**src/hdl/fcpm_pkg.sv**
```systemverilog
// Purpose: Shared constants for the four channel pulse modulator.
// Assumes: Wishbone classic slave, 32-bit data, byte addresses.
// Notes: All register offsets are byte addresses of aligned words.
package fcpm_pkg;
   localparam int NCH = 4;
   localparam int AW = 8;
   // Register byte offsets.
   localparam logic [7:0] OFS_CTRL = 8'h00;
   localparam logic [7:0] OFS_CLK = 8'h04;
   localparam logic [7:0] OFS_SCAL = 8'h08;
   localparam logic [7:0] OFS_PORT_OUT = 8'h0C;
   localparam logic [7:0] OFS_PORT_DIR = 8'h10;
   localparam logic [7:0] OFS_PIN = 8'h14;
   localparam logic [7:0] OFS_CNT0 = 8'h20;
   localparam logic [7:0] OFS_PER0 = 8'h30;
   localparam logic [7:0] OFS_DUTY0 = 8'h40;
   localparam logic [7:0] OFS_STRIDE = 8'h04;
   // Control register fields.
   localparam int F_EN = 0;
   localparam int F_POL = 4;
   localparam int F_CENTER = 8;
   localparam int F_CON_LO = 12;
   localparam int F_CON_HI = 13;
   // Clock register fields.
   localparam int F_CSEL = 0;
   localparam int F_PRE_A = 4;
   localparam int F_PRE_B = 8;
   localparam int PRE_W = 3;
   // Scaler register fields.
   localparam int F_SCAL0 = 0;
   localparam int F_SCAL1 = 8;
   localparam logic [7:0] CNT_RESET = 8'h00;
   localparam logic [31:0] READ_UNMAPPED = 32'h0000_0000;
endpackage : fcpm_pkg

```
**src/hdl/fcpm_chan.sv**
```systemverilog
// Purpose: One waveform channel: counter, buffered period and duty.
// Assumes: tick_i is a one-cycle enable from the selected clock.
// Notes: Used at 16 bits both for an 8-bit channel and for a joined pair.
`timescale 1ns/1ps
`default_nettype none
module fcpm_chan #(
   parameter int W = 16
) (
   input wire logic clk_i,
   input wire logic rst_i,
   input wire logic en_i,
   input wire logic pol_i,
   input wire logic center_i,
   input wire logic tick_i,
   input wire logic [W-1:0] per_buf_i,
   input wire logic [W-1:0] duty_buf_i,
   input wire logic cnt_wr_i,
   output logic [W-1:0] cnt_o,
   output logic [W-1:0] per_o,
   output logic [W-1:0] duty_o,
   output logic wave_o
);
   logic down;
   logic at_end;
   logic rollover;
   logic on_raw;

   assign at_end = (cnt_o + 1'b1 >= per_o) || per_o == '0;
   // Left mode rolls at period; centre mode turns at period and at zero.
   assign rollover = center_i ? (down && cnt_o <= {{(W-1){1'b0}}, 1'b1}) : at_end;
   // Output asserts for count below duty; duty >= a nonzero period gives fully on.
   assign on_raw = cnt_o < duty_o || duty_o >= per_o && per_o != '0;
   // Polarity one starts high, zero starts low and rises at duty.
   assign wave_o = en_i && (pol_i ? on_raw : !on_raw);

   // Counter; disabling never clears it, only a write or reset does.
   always_ff @(posedge clk_i) begin
      if (rst_i) begin
         cnt_o <= '0;
         down <= 1'b0;
      end else if (cnt_wr_i) begin
         cnt_o <= '0;
         down <= 1'b0;
      end else if (en_i && tick_i) begin
         if (center_i) begin
            if (!down && at_end) down <= 1'b1;
            else if (down && rollover) down <= 1'b0;
            cnt_o <= (!down && !at_end) ? cnt_o + 1'b1 : (cnt_o == '0 ? '0 : cnt_o - 1'b1);
         end else begin
            cnt_o <= at_end ? '0 : cnt_o + 1'b1;
         end
      end
   end

   // Active latches load from the buffer at rollover, when off, or on
   // a counter write, so a pair written between two rollovers reaches the pin whole.
   always_ff @(posedge clk_i) begin
      if (rst_i) begin
         per_o <= '0;
         duty_o <= '0;
      end else if (!en_i || cnt_wr_i || (tick_i && rollover)) begin
         per_o <= per_buf_i;
         duty_o <= duty_buf_i;
      end
   end
endmodule : fcpm_chan
`default_nettype wire

```
**src/hdl/fcpm_clkgen.sv**
```systemverilog
// Purpose: Prescaler and scaler enables for clocks A, B, S0, S1.
// Assumes: One system clock; every slower rate is a one-cycle enable.
// Notes: Prescaler stops while no channel is enabled, to save power.
`timescale 1ns/1ps
`default_nettype none
module fcpm_clkgen #(
   parameter int PRE_BITS = 7
) (
   input wire logic clk_i,
   input wire logic rst_i,
   input wire logic run_i,
   input wire logic [2:0] pre_a_i,
   input wire logic [2:0] pre_b_i,
   input wire logic [7:0] scal0_i,
   input wire logic [7:0] scal1_i,
   input wire logic scal0_load_i,
   input wire logic scal1_load_i,
   output logic tick_a_o,
   output logic tick_b_o,
   output logic tick_s0_o,
   output logic tick_s1_o
);
   logic [PRE_BITS-1:0] pre;
   logic [7:0] sc0;
   logic [7:0] sc1;
   logic half0;
   logic half1;
   logic [PRE_BITS:0] pre_ext;

   // Divide by two to the code: a tick when the low code bits of the
   // incremented prescaler all read zero.
   function automatic logic pre_tick(input logic [PRE_BITS:0] v, input logic [2:0] code);
      logic [PRE_BITS:0] m;
      m = ({{PRE_BITS{1'b0}}, 1'b1} << code) - 1'b1;
      pre_tick = (v & m) == '0;
   endfunction : pre_tick

   assign pre_ext = {1'b0, pre} + 1'b1;
   assign tick_a_o = run_i && pre_tick(pre_ext, pre_a_i);
   assign tick_b_o = run_i && pre_tick(pre_ext, pre_b_i);
   assign tick_s0_o = tick_a_o && sc0 == 8'h00 && half0;
   assign tick_s1_o = tick_b_o && sc1 == 8'h00 && half1;

   // Free-running prescaler, cleared to zero while all channels are off.
   always_ff @(posedge clk_i) begin
      if (rst_i || !run_i) begin
         pre <= '0;
      end else begin
         pre <= pre_ext[PRE_BITS-1:0];
      end
   end

   // Scaled clocks divide by (scale + 1) and then by two.
   always_ff @(posedge clk_i) begin
      if (rst_i) begin
         sc0 <= 8'h00;
         half0 <= 1'b0;
      end else if (scal0_load_i) begin
         sc0 <= scal0_i;
         half0 <= 1'b0;
      end else if (tick_a_o) begin
         sc0 <= (sc0 == 8'h00) ? scal0_i : sc0 - 8'h01;
         if (sc0 == 8'h00) half0 <= !half0;
      end
   end

   always_ff @(posedge clk_i) begin
      if (rst_i) begin
         sc1 <= 8'h00;
         half1 <= 1'b0;
      end else if (scal1_load_i) begin
         sc1 <= scal1_i;
         half1 <= 1'b0;
      end else if (tick_b_o) begin
         sc1 <= (sc1 == 8'h00) ? scal1_i : sc1 - 8'h01;
         if (sc1 == 8'h00) half1 <= !half1;
      end
   end
endmodule : fcpm_clkgen
`default_nettype wire

```
**src/hdl/fcpm_top.sv**
```systemverilog
// Purpose: Four channel pulse modulator with a Wishbone register slave.
// Assumes: Classic Wishbone, 32-bit data, one-cycle registered ack.
// Notes: Channels may pair into 16-bit waveforms; pins are shared with
// a general-purpose port that the modulator outranks when enabled.
//
// Chosen here: the Wishbone interface to the registers and the register addresses.
`timescale 1ns/1ps
`default_nettype none
module fcpm_top #(
   parameter int PRE_BITS = 7
) (
   input wire logic clk_i,
   input wire logic rst_i,
   input wire logic cyc_i,
   input wire logic stb_i,
   input wire logic we_i,
   input wire logic [7:0] adr_i,
   input wire logic [3:0] sel_i,
   input wire logic [31:0] dat_i,
   output logic [31:0] dat_o,
   output logic ack_o,
   input wire logic [3:0] pin_i,
   output logic [3:0] pin_o,
   output logic [3:0] pin_oe_o
);
   localparam int N = fcpm_pkg::NCH;
   logic [15:0] ctrl;
   logic [11:0] clkcfg;
   logic [15:0] scal;
   logic [3:0] port_out;
   logic [3:0] port_dir;
   logic [7:0] per_buf [N];
   logic [7:0] duty_buf [N];
   logic [N-1:0] cnt_wr;
   logic [N-1:0] wave;
   logic [15:0] cnt16 [N];
   logic [15:0] per16 [N];
   logic [15:0] duty16 [N];
   logic tick_a;
   logic tick_b;
   logic tick_s0;
   logic tick_s1;
   logic [N-1:0] tick_sel;
   logic req;
   logic wr;
   logic [31:0] next_dat;
   logic [3:0] en;
   logic [3:0] pol;
   logic [3:0] center;
   logic [3:0] csel;
   logic con_lo;
   logic con_hi;
   logic [3:0] chan_on;
   logic [3:0] pin_drive;

   // Byte-enable merge for partial writes.
   function automatic logic [31:0] merge(input logic [31:0] old, input logic [31:0] nw,
                                         input logic [3:0] be);
      for (int i = 0; i < 4; i++) begin
         old[i*8 +: 8] = be[i] ? nw[i*8 +: 8] : old[i*8 +: 8];
      end
      merge = old;
   endfunction : merge

   // Decode of a register index within a four-entry bank.
   function automatic logic in_bank(input logic [7:0] a, input logic [7:0] base);
      in_bank = a >= base && a < base + 8'h10 && a[1:0] == 2'b00;
   endfunction : in_bank

   assign req = cyc_i && stb_i && !ack_o;
   assign wr = req && we_i;
   assign en = ctrl[fcpm_pkg::F_EN +: 4];
   assign pol = ctrl[fcpm_pkg::F_POL +: 4];
   assign center = ctrl[fcpm_pkg::F_CENTER +: 4];
   assign con_lo = ctrl[fcpm_pkg::F_CON_LO];
   assign con_hi = ctrl[fcpm_pkg::F_CON_HI];
   assign csel = clkcfg[fcpm_pkg::F_CSEL +: 4];

   // Per-channel clock choice: channels 0,1 use A or S0, 2,3 use B or S1.
   assign tick_sel[0] = csel[0] ? tick_s0 : tick_a;
   assign tick_sel[1] = csel[1] ? tick_s0 : tick_a;
   assign tick_sel[2] = csel[2] ? tick_s1 : tick_b;
   assign tick_sel[3] = csel[3] ? tick_s1 : tick_b;

   fcpm_clkgen #(.PRE_BITS(PRE_BITS)) u_clk (
      .clk_i(clk_i),
      .rst_i(rst_i),
      .run_i(|en),
      .pre_a_i(clkcfg[fcpm_pkg::F_PRE_A +: fcpm_pkg::PRE_W]),
      .pre_b_i(clkcfg[fcpm_pkg::F_PRE_B +: fcpm_pkg::PRE_W]),
      .scal0_i(scal[fcpm_pkg::F_SCAL0 +: 8]),
      .scal1_i(scal[fcpm_pkg::F_SCAL1 +: 8]),
      .scal0_load_i(wr && adr_i == fcpm_pkg::OFS_SCAL && sel_i[0]),
      .scal1_load_i(wr && adr_i == fcpm_pkg::OFS_SCAL && sel_i[1]),
      .tick_a_o(tick_a),
      .tick_b_o(tick_b),
      .tick_s0_o(tick_s0),
      .tick_s1_o(tick_s1)
   );

   // Channels that are the high half of a pair run as one 16-bit unit:
   // lower channel is the high byte, higher channel's clock is used.
   genvar g;
   generate
      for (g = 0; g < N; g++) begin : g_ch
         logic joined;
         logic is_hi;
         logic [15:0] pb;
         logic [15:0] db;
         if (g % 2 == 0) begin : g_even
            assign joined = (g == 0) ? con_lo : con_hi;
            assign is_hi = joined;
         end else begin : g_odd
            assign joined = (g == 1) ? con_lo : con_hi;
            assign is_hi = 1'b0;
         end
         assign pb = is_hi ? {per_buf[g], per_buf[g+(g%2==0?1:0)]} : {8'h00, per_buf[g]};
         assign db = is_hi ? {duty_buf[g], duty_buf[g+(g%2==0?1:0)]} : {8'h00, duty_buf[g]};
         fcpm_chan #(.W(16)) u_ch (
            .clk_i(clk_i),
            .rst_i(rst_i),
            .en_i(en[g] && !(joined && !is_hi)),
            .pol_i(pol[g]),
            .center_i(center[g]),
            .tick_i(is_hi ? tick_sel[g+(g%2==0?1:0)] : tick_sel[g]),
            .per_buf_i(pb),
            .duty_buf_i(db),
            .cnt_wr_i(cnt_wr[g] || (is_hi && cnt_wr[g+(g%2==0?1:0)])),
            .cnt_o(cnt16[g]),
            .per_o(per16[g]),
            .duty_o(duty16[g]),
            .wave_o(wave[g])
         );
         // Channel drives its pin only when enabled and not the absorbed half.
         assign chan_on[g] = en[g] && !(joined && !is_hi);
         // Counter write strobe for this channel's register.
         assign cnt_wr[g] = wr && adr_i == fcpm_pkg::OFS_CNT0 + 8'(g) * fcpm_pkg::OFS_STRIDE
                            && sel_i[0];
      end
   endgenerate

   // Enabled channel, unless it is the absorbed half of a pair, forces its pin as output; otherwise the port owns it.
   assign pin_drive = chan_on;
   assign pin_o = (pin_drive & wave) | (~pin_drive & port_out);
   assign pin_oe_o = pin_drive | port_dir;

   // Named register hits; the bank hits also need a word-aligned address.
   logic hit_ctrl;
   logic hit_clk;
   logic hit_scal;
   logic hit_pout;
   logic hit_pdir;
   logic hit_per;
   logic hit_duty;
   logic [1:0] widx;
   logic [31:0] ctrl_mrg;
   logic [31:0] clk_mrg;
   logic [31:0] scal_mrg;
   assign hit_ctrl = adr_i == fcpm_pkg::OFS_CTRL;
   assign hit_clk = adr_i == fcpm_pkg::OFS_CLK;
   assign hit_scal = adr_i == fcpm_pkg::OFS_SCAL;
   assign hit_pout = adr_i == fcpm_pkg::OFS_PORT_OUT;
   assign hit_pdir = adr_i == fcpm_pkg::OFS_PORT_DIR;
   assign hit_per = in_bank(adr_i, fcpm_pkg::OFS_PER0);
   assign hit_duty = in_bank(adr_i, fcpm_pkg::OFS_DUTY0);
   assign widx = adr_i[3:2];

   // Byte-merged next values; the write strobe decides whether they land.
   assign ctrl_mrg = merge({16'h0000, ctrl}, dat_i, sel_i);
   assign clk_mrg = merge({20'h00000, clkcfg}, dat_i, sel_i);
   assign scal_mrg = merge({16'h0000, scal}, dat_i, sel_i);

   // Control word; clearing it at reset hands every pin to the port.
   always_ff @(posedge clk_i) begin
      if (rst_i) begin
         ctrl <= '0;
      end else if (wr && hit_ctrl) begin
         ctrl <= ctrl_mrg[15:0];
      end
   end

   // Clock selection and prescaler codes.
   always_ff @(posedge clk_i) begin
      if (rst_i) begin
         clkcfg <= '0;
      end else if (wr && hit_clk) begin
         clkcfg <= clk_mrg[11:0];
      end
   end

   // Scale values; the scaler itself reloads on the same strobe.
   always_ff @(posedge clk_i) begin
      if (rst_i) begin
         scal <= '0;
      end else if (wr && hit_scal) begin
         scal <= scal_mrg[15:0];
      end
   end

   // Port output value, shown only on pins no channel owns.
   always_ff @(posedge clk_i) begin
      if (rst_i) begin
         port_out <= '0;
      end else if (wr && hit_pout && sel_i[0]) begin
         port_out <= dat_i[3:0];
      end
   end

   // Port direction; an enabled channel overrides it without changing it.
   always_ff @(posedge clk_i) begin
      if (rst_i) begin
         port_dir <= '0;
      end else if (wr && hit_pdir && sel_i[0]) begin
         port_dir <= dat_i[3:0];
      end
   end

   // Buffers take any write with sel_i[0] set; latches follow inside the channel
   // according to its enable, so a live waveform is never torn.
   always_ff @(posedge clk_i) begin
      if (rst_i) begin
         for (int i = 0; i < N; i++) begin
            per_buf[i] <= 8'h00;
            duty_buf[i] <= 8'h00;
         end
      end else if (wr && sel_i[0]) begin
         if (hit_per) per_buf[widx] <= dat_i[7:0];
         if (hit_duty) duty_buf[widx] <= dat_i[7:0];
      end
   end

   // Read mux; a paired channel reports its own byte of the 16-bit count.
   function automatic logic [7:0] cnt_byte(input int i, input logic joined);
      cnt_byte = 8'h00;
      if (joined && i % 2 == 0) cnt_byte = cnt16[i][15:8];
      else if (joined) cnt_byte = cnt16[i-1][7:0];
      else cnt_byte = cnt16[i][7:0];
   endfunction : cnt_byte

   always_comb begin
      next_dat = fcpm_pkg::READ_UNMAPPED;
      if (adr_i == fcpm_pkg::OFS_CTRL) begin
         next_dat = {16'h0000, ctrl};
      end else if (adr_i == fcpm_pkg::OFS_CLK) begin
         next_dat = {20'h00000, clkcfg};
      end else if (adr_i == fcpm_pkg::OFS_SCAL) begin
         next_dat = {16'h0000, scal};
      end else if (adr_i == fcpm_pkg::OFS_PORT_OUT) begin
         next_dat = {28'h0000000, port_out};
      end else if (adr_i == fcpm_pkg::OFS_PORT_DIR) begin
         next_dat = {28'h0000000, port_dir};
      end else if (adr_i == fcpm_pkg::OFS_PIN) begin
         next_dat = {28'h0000000, pin_i};
      end else if (in_bank(adr_i, fcpm_pkg::OFS_CNT0)) begin
         next_dat = {24'h000000, cnt_byte(int'(adr_i[3:2]),
                     adr_i[3] ? con_hi : con_lo)};
      end else if (in_bank(adr_i, fcpm_pkg::OFS_PER0)) begin
         next_dat = {24'h000000, per_buf[adr_i[3:2]]};
      end else if (in_bank(adr_i, fcpm_pkg::OFS_DUTY0)) begin
         next_dat = {24'h000000, duty_buf[adr_i[3:2]]};
      end
   end

   // One-cycle registered ack; unmapped reads return zero, writes drop.
   always_ff @(posedge clk_i) begin
      if (rst_i) begin
         ack_o <= 1'b0;
         dat_o <= 32'h0000_0000;
      end else begin
         ack_o <= req;
         if (req && !we_i) dat_o <= next_dat;
      end
   end

   // 8-bit mode keeps upper bytes zero, so one 16-bit core serves both.
endmodule : fcpm_top
`default_nettype wire
```
**config.mk**
```make
export PLATFORM = sky130hd
export DESIGN_NAME = fcpm_top
export DESIGN_NICKNAME = d
export VERILOG_FILES = /design/src/hdl/fcpm_pkg.sv /design/src/hdl/fcpm_chan.sv /design/src/hdl/fcpm_clkgen.sv /design/src/hdl/fcpm_top.sv
export SDC_FILE = /design/constraint.sdc
export NUM_CORES = 1
export LEC_CHECK = 0
export ABC_AREA = 0
export BUFFER_PORTS_ARGS = -buffer_cell sky130_fd_sc_hd__buf_2
export CORE_MARGIN = 4
export CORE_UTILIZATION = 58
export CTS_CLUSTER_DIAMETER = 80
export DETAILED_ROUTE_END_ITERATION = 10
export GPL_TIMING_DRIVEN = 0
export PLACE_DENSITY = 0.78
export SLEW_MARGIN = 20
export SYNTH_ARGS = -nofsm -noshare
export SYNTH_HDL_FRONTEND = slang
export SYNTH_HIERARCHICAL = 1
export SYNTH_SLANG_ARGS = --single-unit
```
**constraint.sdc**
```tcl
create_clock -name clk_i -period 4.1 [get_ports clk_i]
set_clock_uncertainty 0.2 [all_clocks]
set_input_delay 0.205 -clock clk_i [delete_from_list [all_inputs] [get_ports clk_i]]
set_output_delay 0.205 -clock clk_i [all_outputs]
set_load 0.02 [all_outputs]
```
==> results.md, run 1 <==
- Port Buffer Count: 59
- Vias per cell: 6.39
- Post-route minimum period: roughly 4.1 ns
- Number of global-route vias before repair: around 23k
- Syn Inst Count: 2902
- Initial Util: 58.7%
- Synthesized cell area: between 20000 and 30000 um^2
- TritonCTS clock tree: done
- WP buf/inv: 1
- Critical Path End Type: primary output
- Post-Place Cells: ~3.6k
- Seq/Total Area, Yosys: a little under a third
- Residual DRC count: 0
- CP top delay family: compound AO/OA/AOI/OAI gates
- CP startpoint kind: flip-flop
- Slew Limit Fails: 0
- Share of flip-flops with an asynchronous set or reset: 0%
- Largest stage delay, worst path: between 0.9 and 1 ns
- H-tree levels: 2
- Drt pass-1 iters: 6
- RePlAce Congestion: 1.03
- Status: finished with violations
- CP arrival: about 3.7 ns
- Peak supply drop: roughly 0.37 mV
- Starting DRT DRC Count: roughly 2.5k
- Routed Antenna Nets: 0
- Die ar.: between 40000 and 50000 um^2
- Yosys cell types: 112
- Vias post-DR: 23.7k
- CTS sink cnt: 354
- F_max: 244 MHz
- Setup TNS: -0.00208 ns
- Power per standard cell area: slightly below 300 nW/um^2
- Fin area: around 29000 um^2
- Final HPWL DP: 64.6 mm
- Most common cell after layout, fill and taps aside: nor2_1
- Most frequent cells in the layout: nor2_1 (336), dfxtp_1 (267), ha_1 (209)
- Die Span X: ~220 um
- Clk root buf: clkbuf_16
- GRT Util Overall: 35.1%
- Initial antenna violation count: 4
- Final instance count without filler cells: 3711
- Post-DP Area: 26600 um^2
- Final hold viol count: 0
- Largest net degree at the start of global routing: 14
- Row count: 76
- Io pins: 94
- Final nets: 3355
- RSZ-0062 raised after global routing: true
- Flops & latches, synth: 354
- Min-Delay Path Class: in2reg
- Die height: between 200 and 250 um
- CP Data Required Time: 3.69 ns
- Final Setup Violations: 1
- Relative slew slack: 20.8%
- Actual slew at the worst max-slew pin: 1.18 ns
- Clock latency at the later pin of the worst-skew pair: 0.58 ns
- Primary FF master, synth: dfxtp_1
- Num CTS Buffers: 43
- Critical-path top delay cell: o31ai_1
- Synth-to-Final Area Change: 14.4%
- Setup ws final: -0.00208 ns
- Critical Path, Cell by Cell: ha_1, a211oi_1, o21ai_0, o211ai_1, a21oi_1, o31ai_1, mux2i_1, mux2_2, buf_2
- Total grt overflow: 0
- Failing checks: negative setup slack
- Layout cell share with drive strength beyond 1: between 10% and 20%
- Kind of critical path: reg2out
- Lkg Pwr: ~12 nW
- Mapped Avg Cell Area: 8.74 um^2
- Crit share post-route: 100%
- Worst hold slack: roughly 0.10 ns
- WL/cell: 23.2 um
- Clk slew on worst S/H paths: 0.06 ns
- Global-route wire length before repair: 131 mm
- CORE AREA: roughly 43000 um^2
- Synth warnings: 6
- Routed WL: ~86 mm
- Max Buffers Root-to-Sink: 3
- Critical Path Fanout Max: 5
- Max Cap Violations: 0
- Post-synth EDFFs: 64
-- through the flow --
step	util [%]	setup WS, ns	total power (W)
6_report	67.2	-0.00208	0.00843
5_1_grt	67.2	-0.0509	0.00868
4_1_cts	66.4	0.00730	0.00844
3_5_place_dp	61.7	-1.24	0.00440
3_3_place_gp	61.7	-1.08	0.00438
2_1_floorplan	-	-0.0621	0.00416
-- what timing repair did --
| item | 4_1_cts | 5_1_grt |
|---|---|---|
| setup endpoints to repair | 192 | 185 |
| buffers inserted | 14 | 7 |
| gates cloned | 0 | 1 |
| endpoints found under the hold margin | 40 | 0 |
| resized for setup | 76 | 102 |
| hold buffers | 21 | 0 |
| pin swaps | 7 | 14 |
-- tightest hold or removal path, stage by stage --
cell and delay, ns:
buf_2 0.12, o22a_1 0.13, o21ai_0 0.07, a211oi_1 0.16, nand2_1 0.07, o311ai_1 0.07
-- power by group --
part	internal, W	switching (W)	total [W]
Combinational	0.000263	0.000431	0.000694
Clock	0.00243	0.00161	0.00404
Sequential	0.00360	0.0000903	0.00369
-- synth_stat cells, types with 17 or more instances --
cell type,instances,share of area [%]
o21ai_0,123,2.4
edfxtp_1,64,7.6
a21o_1,21,0.62
mux4_2,17,1.5
nor2_1,339,5.0
nor4_1,30,0.74
o31ai_1,23,0.68
a221oi_1,22,0.76
nor3_1,60,1.2
and2_1,104,2.6
dfxtp_1,290,23
nand4_1,29,0.72
buf_6,18,0.80
xnor2_1,56,1.9
nand2b_1,18,0.44
mux2_2,46,2.0
mux2i_1,197,7.8
nand2_1,151,2.2
buf_4,27,0.80
o21a_1,17,0.50
nand3_1,83,1.6
o211ai_1,28,0.83
and3_1,20,0.49
a31oi_1,24,0.59
nor2b_1,19,0.47
a22oi_1,18,0.53
clkbuf_1,89,1.3
or3_1,19,0.47
a21oi_1,151,3.0
xor2_1,35,1.2
buf_2,39,0.77
inv_1,170,2.5
a211oi_1,35,1.0
o22ai_1,20,0.49
ha_1,213,11
-- routing by layer --
layer | track usage [%] | wire length [um] | up-vias
met5 | 0 | 25 | -
met3 | 6.97 | 8080 | 247
met4 | 14.6 | 3830 | 4
met2 | 56.4 | 38800 | 1251
met1 | 46.4 | 35300 | 11400
li1 | - | - | 10900
-- worst paths after layout --
| kind | startpoint | end | slack, ns | depth (start not counted) |
|---|---|---|---|---|
| max | g_ch[0].u_ch/cnt_o[9] | pin_o[0] | -0.002 | 9 |
| min | pin_i[3] | dat_o[3] | 0.10 | 6 |
| max reg2reg | g_ch[2].u_ch/cnt_o[4] | g_ch[2].u_ch/duty_o[4] | 0.06 | 15 |
| min reg2reg | ctrl[15] | ctrl[15] | 0.26 | 2 |
-- cells by family after synthesis --
logic type / count (synthesis) / share of synthesized area [%]
compound gates: 630 / 17.3
xor+xnor: 91 / 3.14
fa+ha+maj: 213 / 10.5
buf+inv: 378 / 7.73
flops: 354 / 30.5
mux: 260 / 11.3
other cells: 1 / 0.0148
simple gates: 975 / 19.5
-- final cells by class --
class / instances / area [um^2]
multi-input cells: 2217 / 16200
fillers: 3557 / 14100
flip-flops and latches: 354 / 7780
plain buffers: 199 / 1420
clock buffers: 55 / 1180
well taps: 585 / 732
repair buffers: 102 / 704
inverters: 172 / 648
clock inverters: 24 / 302
diodes: 3 / 7.51
-- sequential cells by signal, indices dropped and copies added (netlist names) --
signal and cells:
scal 16, u_clk/sc0 8, g_ch.u_ch/per_o 64, per_buf 32, g_ch.u_ch/duty_o 64, u_clk/sc1 8, g_ch.u_ch/cnt_o 64, ctrl 16
port_out 4, u_clk/half0 1, clkcfg 12, g_ch.u_ch/down 4, u_clk/half1 1, duty_buf 32, dat_o 16, u_clk/pre 7
ack_o 1, port_dir 4
No activity file was read; power rests on OpenSTA's default activity.
==> inputs of run 2 (changes only) <==
CORE_UTILIZATION = 60   (was 58)
clock period = 5.3 ns   (was 4.1 ns; I/O delays follow)
==> results.md, run 2 (same netlist as run 1, synthesis figures left out) <==
- Status: completed
- P_sw: 0.00161 W (-24%)
- Actual slew at the worst max-slew pin: 0.914 ns (-0.264 ns)
- Final instance count without filler cells: 3643 (-1.8%)
- Power per standard cell area: 228 nW/um^2 (-21%)
- WL/cell: 23.2 um (about the same)
- Relative slew slack: 38.9% (+18 points)
- Peak supply drop: 0.282 mV (-25%)
- Port Buffer Count: 59 (unchanged)
- Largest net degree at the start of global routing: 14 (unchanged)
- Vias post-DR: 23.6k (-0.31%)
- Post-CTS setup buffer count: 0 (-14)
- Synth-to-Final Area Change: 11.3%
- Post-route minimum period: 5.06 ns
- H-tree levels: 2 (unchanged)
- Fin area: 28200 um^2 (-2.7%)
- RePlAce Congestion: 1.03 (-0.24%)
- Max Buffers Root-to-Sink: 3 (unchanged)
- CP startpoint kind: flip-flop
- Slew Limit Fails: 0 (unchanged)
- Final design utilization: 67.4% (+0.21 points)
- Vias per cell: 6.49 (+1.5%)
- Final Setup Violations: 0 (-1)
- Final hold viol count: 0 (unchanged)
- Critical Path End Type: flip-flop
- Starting DRT DRC Count: 2858 (+14%)
- Setup TNS: 0 ns (+0.00208 ns)
- CP arrival: 5.30 ns (+1.60 ns)
- Most frequent cells in the layout: nor2_1 (339), dfxtp_1 (288), ha_1 (213)
- Initial antenna violation count: 1 (-3)
- Number of global-route vias before repair: 22.9k (-0.56%)
- GRT Util Overall: 35.9% (+0.84 points)
- Logic pwr share: 8.1% (about the same)
- Kind of critical path: reg2reg
- Die Span X: 214 um (-1.6%)
- Row count: 75 (-1.3%)
- Fill cell total of the finished layout: 3445 (-3.1%)
- Clk slew on worst S/H paths: 0.06 ns (about the same)
- Clk root buf: clkbuf_16
- Worst hold slack: 0.0851 ns (-0.0160 ns)
- Routed Antenna Nets: 0 (unchanged)
- Max Cap Violations: 0 (unchanged)
- Die height: 214 um (-1.6%)
- Io pins: 94 (unchanged)
- Critical Path Fanout Max: 10 (+5)
- Die ar.: 45600 um^2 (-3.2%)
- Internal power: 0.00484 W (-23%)
- Total grt overflow: 0 (unchanged)
- Drt pass-1 iters: 8 (+2)
- Num CTS Buffers: 41 (-4.7%)
- F_max: roughly 200 MHz
- CTS sink cnt: 354 (unchanged)
- Routed WL: 84.4 mm (-1.9%)
- Min-Delay Path Class: in2reg
- Layout cell share with drive strength beyond 1: 13.0% (-3.7 points)
- Clock latency at the later pin of the worst-skew pair: 0.57 ns (about the same)
- Reg area: 7730 um^2 (-0.69%)
- Clock share of power: 47.5% (-0.4 points)
- Residual DRC count: 0 (unchanged)
- Post-Place Cells: 3547 (-1.3%)
- Area of the multi-input gates: 15900 um^2 (-2.0%)
- CP Data Required Time: 5.55 ns (+1.86 ns)
- Post-DP Area: 26500 um^2 (-0.41%)
- Final nets: 3336 (-0.57%)
- Final HPWL DP: 64.1 mm (-0.76%)
- Biggest regs: g_ch.u_ch/cnt_o x64, g_ch.u_ch/duty_o x64, g_ch.u_ch/per_o x64
- Initial Util: 60.6% (+1.9 points)
- Most common cell after layout, fill and taps aside: nor2_1
- CORE AREA: 41900 um^2 (-3.1%)
- Net Sw Frac: 25.0% (-0.32 points)
- Global-route wire length before repair: 129 mm (-1.5%)
- Lkg Pwr: 11.7 nW (-3.5%)
- Crit share post-route: 95.4%
- TritonCTS clock tree: done
- Seq pwr share: 44.4% (+0.6 points)
run 2: cell count changes in the layout (fill, tap and decap cells not counted), sizes merged:
cell / previous run / this run
buf: 187 / 151
clkbuf: 148 / 172
clkinv: 10 / 7
clkinvlp: 3 / 2
diode: 3 / 2
dlygate4sd3: 21 / 19
inv: 177 / 174
run 2: layout make-up:
cell class / instances / share of cell area [%]
Inverter: 172 / 2.30
Sequential cell: 354 / 27.4
Tap cell: 539 / 2.39
Clock inverter: 17 / 0.869
Multi-Input combinational cell: 2217 / 56.4
Clock buffer: 58 / 4.18
Timing Repair Buffer: 78 / 1.72
Buffer: 206 / 4.71
Antenna cell: 2 / 0.0177
run 2: metrics by stage:
stage	worst slack [ns]	total power, W
6_report	0.242	0.00645
2_1_floorplan	0.922	0.00322
3_3_place_gp	-0.261	0.00338
4_1_cts	0.0335	0.00645
5_1_grt	-0.0117	0.00662
3_5_place_dp	-0.445	0.00340
run 2: timing repair:
action                                  4_1_cts  5_1_grt
endpoints found under the setup margin       91      101
hold endpoints to repair                     38        0
hold buffers                                 19        0
gates cloned                                  0        0
gates resized for setup                       6       21
run 2: final timing paths:
kind	from	to	slack, ns	depth (start not counted)
setup / recovery	g_ch[3].u_ch/cnt_o[2]	g_ch[3].u_ch/per_o[7]	0.24	16
hold / removal	pin_i[2]	dat_o[2]	0.09	5
setup reg to reg	g_ch[3].u_ch/cnt_o[2]	g_ch[3].u_ch/per_o[7]	0.24	16
hold reg to reg	ctrl[15]	ctrl[15]	0.26	2
run 2: layer usage:
layer,wire [um],GRT usage (%)
met2,37800,57.3
met4,3800,15.1
met1,34600,48.2
met3,8230,6.76
met5,14,0
run 2: power by group through the flow:
stage | Combinational [W] | Sequential, W | Clock, W
5_1_grt | 0.000564 | 0.00286 | 0.00319
3_5_place_dp | 0.000489 | 0.00292 | 0
4_1_cts | 0.000504 | 0.00286 | 0.00309
3_3_place_gp | 0.000472 | 0.00291 | 0
6_report | 0.000524 | 0.00286 | 0.00306
2_1_floorplan | 0.000331 | 0.00289 | 0
run 2: worst max-delay path, cell delays in order, from the launching register on:
cell	delay, ns
dfxtp_1	0.55
clkbuf_2	0.29
nand2_1	0.09
or3_1	0.37
clkbuf_1	0.20
nor3_2	0.40
nand3_1	0.15
xnor2_1	0.30
ha_1	0.31
a211oi_1	0.26
nor2_1	0.10
a2111oi_1	0.44
o21ai_2	0.27
a31oi_4	0.38
clkbuf_4	0.33
mux2i_1	0.24
nor2_1	0.06
